--- config.mk ---
export PLATFORM = sky130hd
export DESIGN_NAME = bissm_master
export DESIGN_NICKNAME = d
export VERILOG_FILES = /design/src/pkg/bissm_pkg.sv /design/src/verilog/bissm_fifo.sv /design/src/verilog/bissm_master.sv
export VERILOG_INCLUDE_DIRS = /design/src /design/src/pkg
export SDC_FILE = /design/constraint.sdc
export NUM_CORES = 2
export LEC_CHECK = 0
export ABC_CLOCK_PERIOD_IN_PS = 51200
export BUFFER_PORTS_ARGS = -buffer_cell sky130_fd_sc_hd__buf_2
export CORE_MARGIN = 8
export CORE_UTILIZATION = 62
export DETAILED_ROUTE_END_ITERATION = 8
export PLACE_DENSITY = 0.79
export SLEW_MARGIN = 20
export SYNTH_ARGS = -nofsm -noshare
export SYNTH_HDL_FRONTEND = slang
export SYNTH_SLANG_ARGS = --single-unit
--- constraint.sdc ---
create_clock -name CORE_CLK_IN -period 51.2 [get_ports CORE_CLK_IN]
set_clock_uncertainty 0.1 [all_clocks]
set_input_delay 5.12 -clock CORE_CLK_IN [delete_from_list [all_inputs] [get_ports CORE_CLK_IN]]
set_output_delay 5.12 -clock CORE_CLK_IN [all_outputs]
set_load 0.005 [all_outputs]
--- src/pkg/bissm_regs.svh ---
// offsets, field positions, reset values and timing counts of the master
// assumes a byte-wide host port and a 125 MHz core clock
`ifndef BISSM_REGS_SVH
`define BISSM_REGS_SVH
`define BM_OFF_DLEN 5'h00
`define BM_OFF_CHK 5'h01
`define BM_OFF_FREQ 5'h02
`define BM_OFF_CFW 5'h04
`define BM_OFF_CFW_TOP 5'h07
`define BM_OFF_POSH 5'h08
`define BM_OFF_POSL 5'h0C
`define BM_OFF_CRES 5'h10
`define BM_OFF_CERR 5'h14
`define BM_OFF_STAT 5'h16
`define BM_OFF_PCRC 5'h18
`define BM_OFF_CCRC 5'h19
`define BM_OFF_RAW 5'h1A
`define BM_OFF_PROC 5'h1C
`define BM_OFF_LDLY 5'h1E
`define BM_ST_AVG 0
`define BM_ST_OVR 1
`define BM_ST_CMD 2
`define BM_ST_PCRC 3
`define BM_ST_CCRC 4
`define BM_ST_NOSLV 5
`define BM_ST_EMG 6
`define BM_FQ_1 8'h01
`define BM_FQ_2 8'h02
`define BM_FQ_5 8'h05
`define BM_FQ_10 8'h0A
`define BM_D0_1M 5'h17
`define BM_D1_1M 5'h02
`define BM_D0_2M 5'h17
`define BM_D1_2M 5'h00
`define BM_D0_5M 5'h08
`define BM_D1_5M 5'h00
`define BM_D0_10M 5'h03
`define BM_D1_10M 5'h00
`define BM_PCRC_TAPS 6'h03
`define BM_CCRC_TAPS 4'h3
`define BM_PCRC_BITS 6
`define BM_DLEN_RST 8'h1A
`define BM_CHK_RST 8'h08
`define BM_CDM_ZEROS 4'hE
`define BM_PROC_LIMIT 16'h0100
`define BM_ACK_LIMIT 8'h40
`define BM_PHASE_K 20'h66666
`define BM_CLK_MHZ 125
`define BM_FRAME_NS 100000
`define BM_FRAME_CYC (`BM_FRAME_NS * `BM_CLK_MHZ / 1000)
`define BM_TOUT_NS 20000
`define BM_TOUT_CYC (`BM_TOUT_NS * `BM_CLK_MHZ / 1000)
`endif

--- src/pkg/bissm_pkg.sv ---
// types used by the encoder master; its sample window buffer declares its own
// assumes nothing beyond a SystemVerilog compiler
package bissm_pkg;
	typedef enum logic [2:0] {
		IDLE, ACKW, PROCW, BITS, TOUT, AVG
	} bissm_state_e;
	typedef struct packed {
		logic we;
		logic re;
		logic [4:0] addr;
		logic [7:0] wdata;
	} bissm_host_s;
	typedef struct packed {
		bissm_state_e st;
		logic slo1, slo2, slo3, emg1, emg2;
		logic [15:0] acc;
		logic tick;
		logic [2:0] ph, sph;
		logic [27:0] sr;
		logic [7:0] dlen, chk, freq;
		logic [4:0] first_sample_divider, second_sample_divider;
		logic [15:0] inc;
		logic [31:0] cfw, cfs, cshift, cres;
		logic cf_pend, cf_act, cdm, good, ma, rvalid;
		logic [5:0] cf_cnt;
		logic [3:0] zeros;
		logic [63:0] pos;
		logic [31:0] pos_hi, pos_lo, avg;
		logic [15:0] cerr, proc, pcnt;
		logic [7:0] stat, nstat, pcrc, ccrc, raw, ldly, wait_n, rdata;
		logic [5:0] rx_crc, crc;
		logic [8:0] bitn;
		logic [13:0] timer;
		logic [33:0] sum;
	} bissm_st_s;
endpackage

--- src/verilog/bissm_fifo.sv ---
// small first-in first-out buffer with valid/ready on both sides
// assumes one clock and an active-low asynchronous reset
`timescale 1ns/1ps
module bissm_fifo #(
	parameter int W = 32,
	parameter int D = 4
) (
	input wire logic clk_in,
	input wire logic arst_n_in,
	input wire logic in_valid_in,
	output logic in_ready_out,
	input wire logic [W-1:0] in_data_in,
	output logic out_valid_out,
	input wire logic out_ready_in,
	output logic [W-1:0] out_data_out,
	output logic [$clog2(D):0] count_out
);
	localparam int AW = $clog2(D);
	typedef struct packed {
		logic [D-1:0][W-1:0] mem;
		logic [AW-1:0] wp, rp;
		logic [AW:0] cnt;
	} bissm_fifo_s;
	bissm_fifo_s s_r, s_nxt;
	logic push, pop;

	assign in_ready_out = (s_r.cnt != (AW+1)'(D));
	assign out_valid_out = (s_r.cnt != '0);
	assign out_data_out = s_r.mem[s_r.rp];
	assign count_out = s_r.cnt;
	assign push = in_valid_in && in_ready_out;
	assign pop = out_ready_in && out_valid_out;

	always_comb begin
		s_nxt = s_r;
		if (push) begin
			s_nxt.mem[s_r.wp] = in_data_in;
			s_nxt.wp = (s_r.wp == AW'(D-1)) ? '0 : s_r.wp + 1'b1;
		end
		if (pop) begin
			s_nxt.rp = (s_r.rp == AW'(D-1)) ? '0 : s_r.rp + 1'b1;
		end
		s_nxt.cnt = s_r.cnt + (AW+1)'(push) - (AW+1)'(pop);
	end

	always_ff @(posedge clk_in or negedge arst_n_in) begin
		if (!arst_n_in) begin
			s_r <= '0;
		end else begin
			s_r <= s_nxt;
		end
	end
endmodule

--- src/verilog/bissm_master.sv ---
// point-to-point encoder link master with byte-addressed host memory
// assumes the data line arrives from a transceiver, unsynchronised
`timescale 1ns/1ps
`include "bissm_regs.svh"
module bissm_master #(
	parameter int FRAME_CYCLES = `BM_FRAME_CYC
) (
	input wire logic CORE_CLK_IN,
	input wire logic ARST_N_IN,
	input wire logic HOST_WE_IN,
	input wire logic HOST_RE_IN,
	input wire logic [4:0] HOST_ADDR_IN,
	input wire logic [7:0] HOST_WDATA_IN,
	output logic [7:0] HOST_RDATA_OUT,
	output logic HOST_RVALID_OUT,
	input wire logic BISS_SLO_IN,
	input wire logic EMERGENCY_TEST_IN,
	output logic BISS_MA_OUT,
	output logic [4:0] SAMPLE_DIV_FIRST_OUT,
	output logic [4:0] SAMPLE_DIV_SECOND_OUT,
	output logic [31:0] AVG_POSITION_OUT
);
	localparam logic [13:0] TOUT_LAST = 14'(`BM_TOUT_CYC - 1);
	localparam logic [13:0] FRAME_LAST = 14'(FRAME_CYCLES - 1);
	localparam logic [15:0] INC_RST = 16'(`BM_PHASE_K /
		((`BM_D0_1M + 2) * (`BM_D1_1M + 2)));
	bissm_pkg::bissm_st_s s_r, s_nxt;
	bissm_pkg::bissm_host_s h;
	logic f_in_valid, f_in_ready, f_out_ready;
	logic [31:0] f_out;
	logic [2:0] f_cnt;

	function automatic logic [9:0] div_of(input logic [7:0] f);
		unique case (f)
			`BM_FQ_2: div_of = {`BM_D0_2M, `BM_D1_2M};
			`BM_FQ_5: div_of = {`BM_D0_5M, `BM_D1_5M};
			`BM_FQ_10: div_of = {`BM_D0_10M, `BM_D1_10M};
			default: div_of = {`BM_D0_1M, `BM_D1_1M};
		endcase
	endfunction

	// phase step per core clock: divisor code c means c+2
	function automatic logic [15:0] inc_of(input logic [4:0] d0,
			input logic [4:0] d1);
		logic [11:0] p;
		logic [19:0] q;
		p = 12'(({1'b0, d0} + 6'h02) * ({1'b0, d1} + 6'h02));
		q = `BM_PHASE_K / {8'h00, p};
		inc_of = q[15:0];
	endfunction

	function automatic logic legal_freq(input logic [7:0] f);
		legal_freq = (f == `BM_FQ_1) || (f == `BM_FQ_2) ||
			(f == `BM_FQ_5) || (f == `BM_FQ_10);
	endfunction

	function automatic logic [5:0] crc6_step(input logic [5:0] c,
			input logic b);
		crc6_step = {c[4:0], 1'b0} ^ ((c[5] ^ b) ? `BM_PCRC_TAPS : 6'h00);
	endfunction

	function automatic logic [3:0] crc4_of(input logic [27:0] d);
		logic [3:0] c;
		c = 4'h0;
		for (int i = 27; i >= 0; i--) begin
			c = {c[2:0], 1'b0} ^ ((c[3] ^ d[i]) ? `BM_CCRC_TAPS : 4'h0);
		end
		crc4_of = c;
	endfunction

	function automatic logic maj3(input logic [2:0] v);
		maj3 = (v[0] & v[1]) | (v[1] & v[2]) | (v[0] & v[2]);
	endfunction

	function automatic logic [31:0] word_of(input bissm_pkg::bissm_st_s s,
			input logic [2:0] w);
		unique case (w)
			3'h2: word_of = s.pos_hi;
			3'h3: word_of = s.pos_lo;
			3'h4: word_of = s.cres;
			3'h5: word_of = {8'h00, s.stat, s.cerr};
			3'h6: word_of = {8'h00, s.raw, s.ccrc, s.pcrc};
			3'h7: word_of = {8'h00, s.ldly, s.proc};
			default: word_of = 32'h0000_0000;
		endcase
	endfunction

	assign h = '{we: HOST_WE_IN, re: HOST_RE_IN, addr: HOST_ADDR_IN,
		wdata: HOST_WDATA_IN};
	assign f_in_valid = (s_r.st == bissm_pkg::AVG) && s_r.good;
	assign f_out_ready = (s_r.st == bissm_pkg::AVG) && s_r.good &&
		!f_in_ready;

	bissm_fifo #(.W(32), .D(4)) u_window (
		.clk_in(CORE_CLK_IN),
		.arst_n_in(ARST_N_IN),
		.in_valid_in(f_in_valid),
		.in_ready_out(f_in_ready),
		.in_data_in(s_r.pos_lo),
		.out_valid_out(),
		.out_ready_in(f_out_ready),
		.out_data_out(f_out),
		.count_out(f_cnt)
	);

	always_comb begin
		logic b;
		logic [31:0] w;
		logic [8:0] tot, crc_from;
		b = maj3(s_r.sr[2:0]);
		w = 32'h0000_0000;
		tot = {1'b0, s_r.dlen} + {1'b0, s_r.chk} + 9'h001;
		crc_from = {1'b0, s_r.dlen} + {1'b0, s_r.chk} - 9'h005;
		s_nxt = s_r;
		// pin inputs pass two flops; core grid is the timing resolution
		s_nxt.slo1 = BISS_SLO_IN;
		s_nxt.slo2 = s_r.slo1;
		s_nxt.emg1 = EMERGENCY_TEST_IN;
		s_nxt.emg2 = s_r.emg1;
		{s_nxt.tick, s_nxt.acc} = {1'b0, s_r.acc} + {1'b0, s_r.inc};
		if (s_r.tick) begin
			s_nxt.sr = {s_r.sr[26:0], s_r.slo2};
			s_nxt.slo3 = s_r.slo2;
		end
		// host side of the shared structure
		s_nxt.rvalid = h.re;
		w = word_of(s_r, h.addr[4:2]);
		s_nxt.rdata = 8'(w >> {h.addr[1:0], 3'b000});
		if (h.we) begin
			unique case (h.addr)
				`BM_OFF_DLEN: s_nxt.dlen = h.wdata;
				`BM_OFF_CHK: s_nxt.chk = h.wdata;
				`BM_OFF_FREQ: begin
					if (legal_freq(h.wdata)) begin
						s_nxt.freq = h.wdata;
					end
				end
				5'h04, 5'h05, 5'h06, 5'h07: begin
					s_nxt.cfw[{h.addr[1:0], 3'b000} +: 8] = h.wdata;
					if (h.addr == `BM_OFF_CFW_TOP) begin
						s_nxt.cf_pend = 1'b1;
					end
				end
				default: ;
			endcase
		end
		if (s_r.tick && s_r.st inside {bissm_pkg::ACKW,
				bissm_pkg::PROCW, bissm_pkg::BITS}) begin
			s_nxt.ph = s_r.ph + 3'h1;
			s_nxt.ma = s_nxt.ph[2];
		end
		unique case (s_r.st)
			bissm_pkg::IDLE: begin
				s_nxt.ma = 1'b1;
				s_nxt.timer = s_r.timer + 14'h0001;
				if (s_r.timer >= FRAME_LAST) begin
					// rate taken at each frame start
					{s_nxt.first_sample_divider, s_nxt.second_sample_divider} = div_of(s_r.freq);
					s_nxt.inc = inc_of(s_nxt.first_sample_divider, s_nxt.second_sample_divider);
					s_nxt.acc = 16'h0000;
					s_nxt.tick = 1'b0;
					s_nxt.ph = 3'h0;
					s_nxt.ma = 1'b0;
					s_nxt.timer = 14'h0000;
					s_nxt.nstat = 8'h00;
					s_nxt.bitn = 9'h000;
					s_nxt.wait_n = 8'h00;
					s_nxt.ldly = 8'h00;
					s_nxt.pcnt = 16'h0000;
					s_nxt.pos = 64'h0000_0000_0000_0000;
					s_nxt.crc = 6'h00;
					s_nxt.good = 1'b0;
					s_nxt.st = bissm_pkg::ACKW;
					if (s_r.zeros != 4'h0) begin
						s_nxt.cdm = 1'b0;
						s_nxt.zeros = s_r.zeros - 4'h1;
					end else if (s_r.cf_act) begin
						s_nxt.cdm = s_r.cfs[31];
						s_nxt.cfs = {s_r.cfs[30:0], 1'b0};
					end else if (s_r.cf_pend) begin
						s_nxt.cf_act = 1'b1;
						s_nxt.cf_pend = 1'b0;
						s_nxt.cf_cnt = 6'h20;
						s_nxt.cdm = s_r.cfw[31];
						s_nxt.cfs = {s_r.cfw[30:0], 1'b0};
						s_nxt.nstat[`BM_ST_CMD] = 1'b1;
					end else begin
						s_nxt.cdm = 1'b0;
					end
					if (!s_r.slo2) begin
						s_nxt.nstat[`BM_ST_NOSLV] = 1'b1;
						s_nxt.st = bissm_pkg::TOUT;
					end
				end
			end
			bissm_pkg::ACKW: begin
				if (s_r.tick) begin
					if (s_r.ldly != 8'hFF) begin
						s_nxt.ldly = s_r.ldly + 8'h01;
					end
					if (!s_r.slo2) begin
						s_nxt.st = bissm_pkg::PROCW;
					end else if (s_r.ph == 3'h7) begin
						s_nxt.wait_n = s_r.wait_n + 8'h01;
						if (s_nxt.wait_n == `BM_ACK_LIMIT) begin
							s_nxt.nstat[`BM_ST_NOSLV] = 1'b1;
							s_nxt.st = bissm_pkg::TOUT;
						end
					end
				end
			end
			bissm_pkg::PROCW: begin
				if (s_r.tick) begin
					if (s_r.slo2 && !s_r.slo3) begin
						s_nxt.sph = s_r.ph + 3'h4;
						s_nxt.raw = s_nxt.sr[7:0];
						// next sample is the start bit itself
						s_nxt.bitn = 9'h1FF;
						s_nxt.proc = s_r.pcnt;
						s_nxt.st = bissm_pkg::BITS;
					end else if (s_r.ph == 3'h7) begin
						// keep clocking through the slave's delay
						s_nxt.pcnt = s_r.pcnt + 16'h0001;
						if (s_nxt.pcnt >= `BM_PROC_LIMIT) begin
							s_nxt.proc = s_nxt.pcnt;
							s_nxt.nstat[`BM_ST_OVR] = 1'b1;
							s_nxt.st = bissm_pkg::TOUT;
						end
					end
				end
			end
			bissm_pkg::BITS: begin
				if (s_r.tick && s_r.ph == s_r.sph) begin
					// vote of the middle samples
					s_nxt.bitn = s_r.bitn + 9'h001;
					if (s_r.bitn == 9'h1FF) begin
						// start bit, nothing kept
					end else if (s_r.bitn == 9'h000) begin
						s_nxt.cshift = {s_r.cshift[30:0], b};
					end else if (s_r.bitn <= {1'b0, s_r.dlen}) begin
						s_nxt.pos = {s_r.pos[62:0], b};
						s_nxt.crc = crc6_step(s_r.crc, b);
					end else if (s_r.bitn < crc_from) begin
						s_nxt.crc = crc6_step(s_r.crc, b);
					end else begin
						s_nxt.rx_crc = {s_r.rx_crc[4:0], b};
					end
					if (s_nxt.bitn == tot) begin
						s_nxt.good = 1'b1;
						s_nxt.pos_hi = s_nxt.pos[63:32];
						s_nxt.pos_lo = s_nxt.pos[31:0];
						s_nxt.pcrc = {2'b00, s_nxt.rx_crc};
						if (s_nxt.rx_crc != ~s_r.crc) begin
							s_nxt.nstat[`BM_ST_PCRC] = 1'b1;
							if (s_r.cerr != 16'hFFFF) begin
								s_nxt.cerr = s_r.cerr + 16'h0001;
							end
						end
						if (s_r.cf_act) begin
							s_nxt.cf_cnt = s_r.cf_cnt - 6'h01;
							if (s_r.cf_cnt == 6'h01) begin
								s_nxt.cf_act = 1'b0;
								s_nxt.zeros = `BM_CDM_ZEROS;
								s_nxt.cres = s_nxt.cshift;
								s_nxt.ccrc = {4'h0, s_nxt.cshift[3:0]};
								if (crc4_of(s_nxt.cshift[31:4]) !=
										~s_nxt.cshift[3:0]) begin
									s_nxt.nstat[`BM_ST_CCRC] = 1'b1;
								end
							end
						end
						s_nxt.timer = 14'h0000;
						s_nxt.st = bissm_pkg::TOUT;
					end
				end
			end
			bissm_pkg::TOUT: begin
				// line held at the inverted control bit until timeout
				s_nxt.ma = !s_r.cdm;
				s_nxt.timer = s_r.timer + 14'h0001;
				if (s_r.timer >= TOUT_LAST) begin
					s_nxt.ma = 1'b1;
					s_nxt.timer = 14'h0000;
					s_nxt.st = bissm_pkg::AVG;
				end
			end
			bissm_pkg::AVG: begin
				s_nxt.ma = 1'b1;
				s_nxt.timer = s_r.timer + 14'h0001;
				if (!s_r.good) begin
					s_nxt.stat = s_r.nstat;
					s_nxt.stat[`BM_ST_EMG] = s_r.emg2;
					s_nxt.st = bissm_pkg::IDLE;
				end else if (!f_in_ready) begin
					s_nxt.sum = s_r.sum - {2'b00, f_out};
				end else begin
					s_nxt.sum = s_r.sum + {2'b00, s_r.pos_lo};
					s_nxt.avg = s_nxt.sum[33:2];
					// whole frame result replaces the status
					s_nxt.stat = s_r.nstat;
					s_nxt.stat[`BM_ST_AVG] = (f_cnt == 3'h3);
					s_nxt.stat[`BM_ST_EMG] = s_r.emg2;
					s_nxt.st = bissm_pkg::IDLE;
				end
			end
		endcase
	end

	always_ff @(posedge CORE_CLK_IN or negedge ARST_N_IN) begin
		if (!ARST_N_IN) begin
			s_r <= '0;
			s_r.dlen <= `BM_DLEN_RST;
			s_r.chk <= `BM_CHK_RST;
			s_r.freq <= `BM_FQ_1;
			s_r.first_sample_divider <= `BM_D0_1M;
			s_r.second_sample_divider <= `BM_D1_1M;
			s_r.inc <= INC_RST;
			s_r.zeros <= `BM_CDM_ZEROS;
			s_r.ma <= 1'b1;
		end else begin
			s_r <= s_nxt;
		end
	end

	assign HOST_RDATA_OUT = s_r.rdata;
	assign HOST_RVALID_OUT = s_r.rvalid;
	assign BISS_MA_OUT = s_r.ma;
	assign SAMPLE_DIV_FIRST_OUT = s_r.first_sample_divider;
	assign SAMPLE_DIV_SECOND_OUT = s_r.second_sample_divider;
	assign AVG_POSITION_OUT = s_r.avg;
endmodule

==> results.cfg <==
[setup_path]
critPathMaxFanout = 18
cp-start-kind = flop
required_ns = 51.58
end_kind = flop
cp_slowest_cell = or4_1
critical_path_class = flop to flop
cpPeakStageDelay_ns = 0.77
critical_path.most_common_cell = ha_1
arrival_ns = 24.30

[routing]
drt_pass1_iterations = 6
drt_iter0_markers = 2894
wl_per_cell_um = 19.3
drcViolationCount = 0
vias = 33000
wl_um = 104000
vias_per_cell = 6.16
ant_nets = 0

[hold_path]
hp-class = flop to flop

[cts]
cts_sinks = 687
cts_hold_buffers = 0
cts_tree = yes
cts_buffer_depth = 3
cts_buffers = 75
post_cts.repair.setup_buffers = 0
clkLatencyLatePin_ns = 0.63
ctsResizeCount = 0
ctsRootBufferMaster = clkbuf_16
htree_levels = 3
path_clk_slew_ns = 0.06

[sta]
hold_viol = 0
fin_setup_tns_ns = 0
rsz0062_at_grt = no
fin_crit_ns = 23.92
fmax_mhz = 41.8
max_slew.worst_pin.slew_ns = 1.08
final-setup-viol-count = 0
drv_slew = 0
period_share_pct = 46.7
worst_slack_ns = 27.28
slew_headroom_pct = 28.0

[yosys]
ys_warn_count = 0
syn_avg_cell_area_um2 = 9.32
yosysMostFrequentCell = dfrtp_1
ys_seq_area_share_pct = 41.0
yosys_register_bits = 687
synth_top_area_cell = dfrtp_1
synth-async-reset-ratio_pct = 100
ys.flop_type = dfrtp_1
ys_types = 109
synth_area_leaders = dfrtp_1 40%, ha_1 6.1%, mux2_2 6.1%
synth_common_cells = 671 x dfrtp_1, 534 x nand2_1, 408 x nor2_1, 368 x o21ai_0, 341 x a21oi_1
netlist_area_mm2 = 0.0420
synth.top_cell.area_share_pct = 40.0
synth-edff-count = 0
syn-instance-count = 4507

[layout]
finalNonFillerCells = 5354
insertedDiodeCount = 0
drive_gt1_share_pct = 13.1
final_nets = 4653
final_util_pct = 67.2
area_growth_syn_to_layout_pct = 7.45
nFillCells = 5201

[floorplan]
die_h_um = 276
core_area_mm2 = 0.0672
die_area_mm2 = 0.0764
num_rows = 95
start_util_pct = 62.6
die_w_um = 276
ioPinCount = 71

[placed_design]
place_inst = 5220
hpwlAfterDp_um = 71400
globalplace.congestion = 0.918
preCtsSetupSlack_ns = 27.80
io_buffers = 66

[grt]
antenna_found_initial = 0
grt_first_pass_wirelength_um = 169000
grt_util_all_layers_pct = 26.5
grt_pass1_vias = 32400
overflow = 0
grt_start_max_net_pins = 122

[outcome]
status = finished clean

[pwr]
vdd_ir_drop_max_uv = 35.7
p_per_area_mw_per_mm2 = 30.2
power_leakage_nw = 21.0
p_total_w = 0.00137

[flow_run]
drv_cap = 0
-- registers in the layout, summed over array words and instances, names as in the netlist, 2 cells and up --
register / cells
s_nxt: 2
u_window.s_r: 132
HOST_RDATA_OUT: 8
SAMPLE_DIV_FIRST_OUT: 3
AVG_POSITION_OUT: 32
s_r: 504
u_window.count_out: 3
-- routing by layer --
layer	global-route usage [%]	share of wire [%]	vias up
met2	43.7	47	957
met1	35.5	44	16100
met5	0	0	-
li1	-	-	15700
met4	9.44	3.7	0
met3	3.93	5.4	238
-- layout by cell type (no fill, tap or decap), types with 96 or more instances in the layout --
cell,Yosys,final
a21oi_1,341,340
dfrtp_1,671,669
ha_1,204,204
inv_1,165,165
mux2_2,226,226
mux2i_1,173,173
nand2_1,534,532
nand3_1,97,96
nor2_1,408,405
o21ai_0,368,368
xnor2_1,162,162
-- cell families (layout without fill, tap and decap cells) --
logic type               after synthesis  after routing  share of synthesized area (%)
AO/OA/AOI/OAI                       1062           1062                           15.4
XOR/XNOR                             252            252                           5.25
adder cells (fa/ha/maj)              211            211                           6.38
buffers and inverters                448            411                           4.52
flip-flops                           687            687                           41.0
multiplexers                         437            437                           12.2
other                                  1             12                        0.00892
AND/OR/NAND/NOR                     1409           1409                           15.3
-- stage by stage --
stage / hold slack (ns) / instance area, um2
2_1_floorplan: 0.231 / 42100
3_3_place_gp: 0.235 / 42600
3_5_place_dp: 0.243 / 42600
4_1_cts: 0.257 / 45100
5_1_grt: 0.266 / 45100
6_report: 0.256 / 45100
-- power by group --
part	internal [W]	switching (W)	total (W)	leakage [nW]
Combinational	0.0000955	0.000161	0.000256	10.4
Sequential	0.000550	0.00000401	0.000554	9.35
Clock	0.000329	0.000227	0.000556	1.26
-- path summary, 6_finish.rpt --
check / cells past startpoint / startpoint / slack [ns] / to
setup / recovery: 99 / s_r[518] / 27.28 / s_r[485]
hold / removal: 0 / s_nxt[586] / 0.26 / s_r[586]
setup reg to reg: 99 / s_r[518] / 27.28 / s_r[485]
hold reg to reg: 0 / s_nxt[586] / 0.26 / s_r[586]
max in group asynchronous: 6 / ARST_N_IN / 42.13 / s_r[430]
min in group asynchronous: 1 / ARST_N_IN / 4.38 / AVG_POSITION_OUT[12]
-- worst max-delay path, delay by kind of cell, from the launching register on --
family | cells | cell delay, ns
flip-flops | 1 | 0.39
adder cells (fa/ha/maj) | 16 | 4.63
buffers and inverters | 4 | 0.89
AND/OR/NAND/NOR | 35 | 8.52
AO/OA/AOI/OAI | 44 | 9.22
-- final cells by class --
cell class | count | area [um2] | area share (%)
Sequential cell | 687 | 17200 | 38.1
Timing Repair Buffer | 106 | 648 | 1.44
Clock buffer | 111 | 2270 | 5.04
Multi-Input combinational cell | 3383 | 23000 | 51.0
Inverter | 171 | 642 | 1.42
Clock inverter | 23 | 265 | 0.588
Tap cell | 873 | 1090 | 2.42
Note: power is estimated with default switching activity, not from simulation.
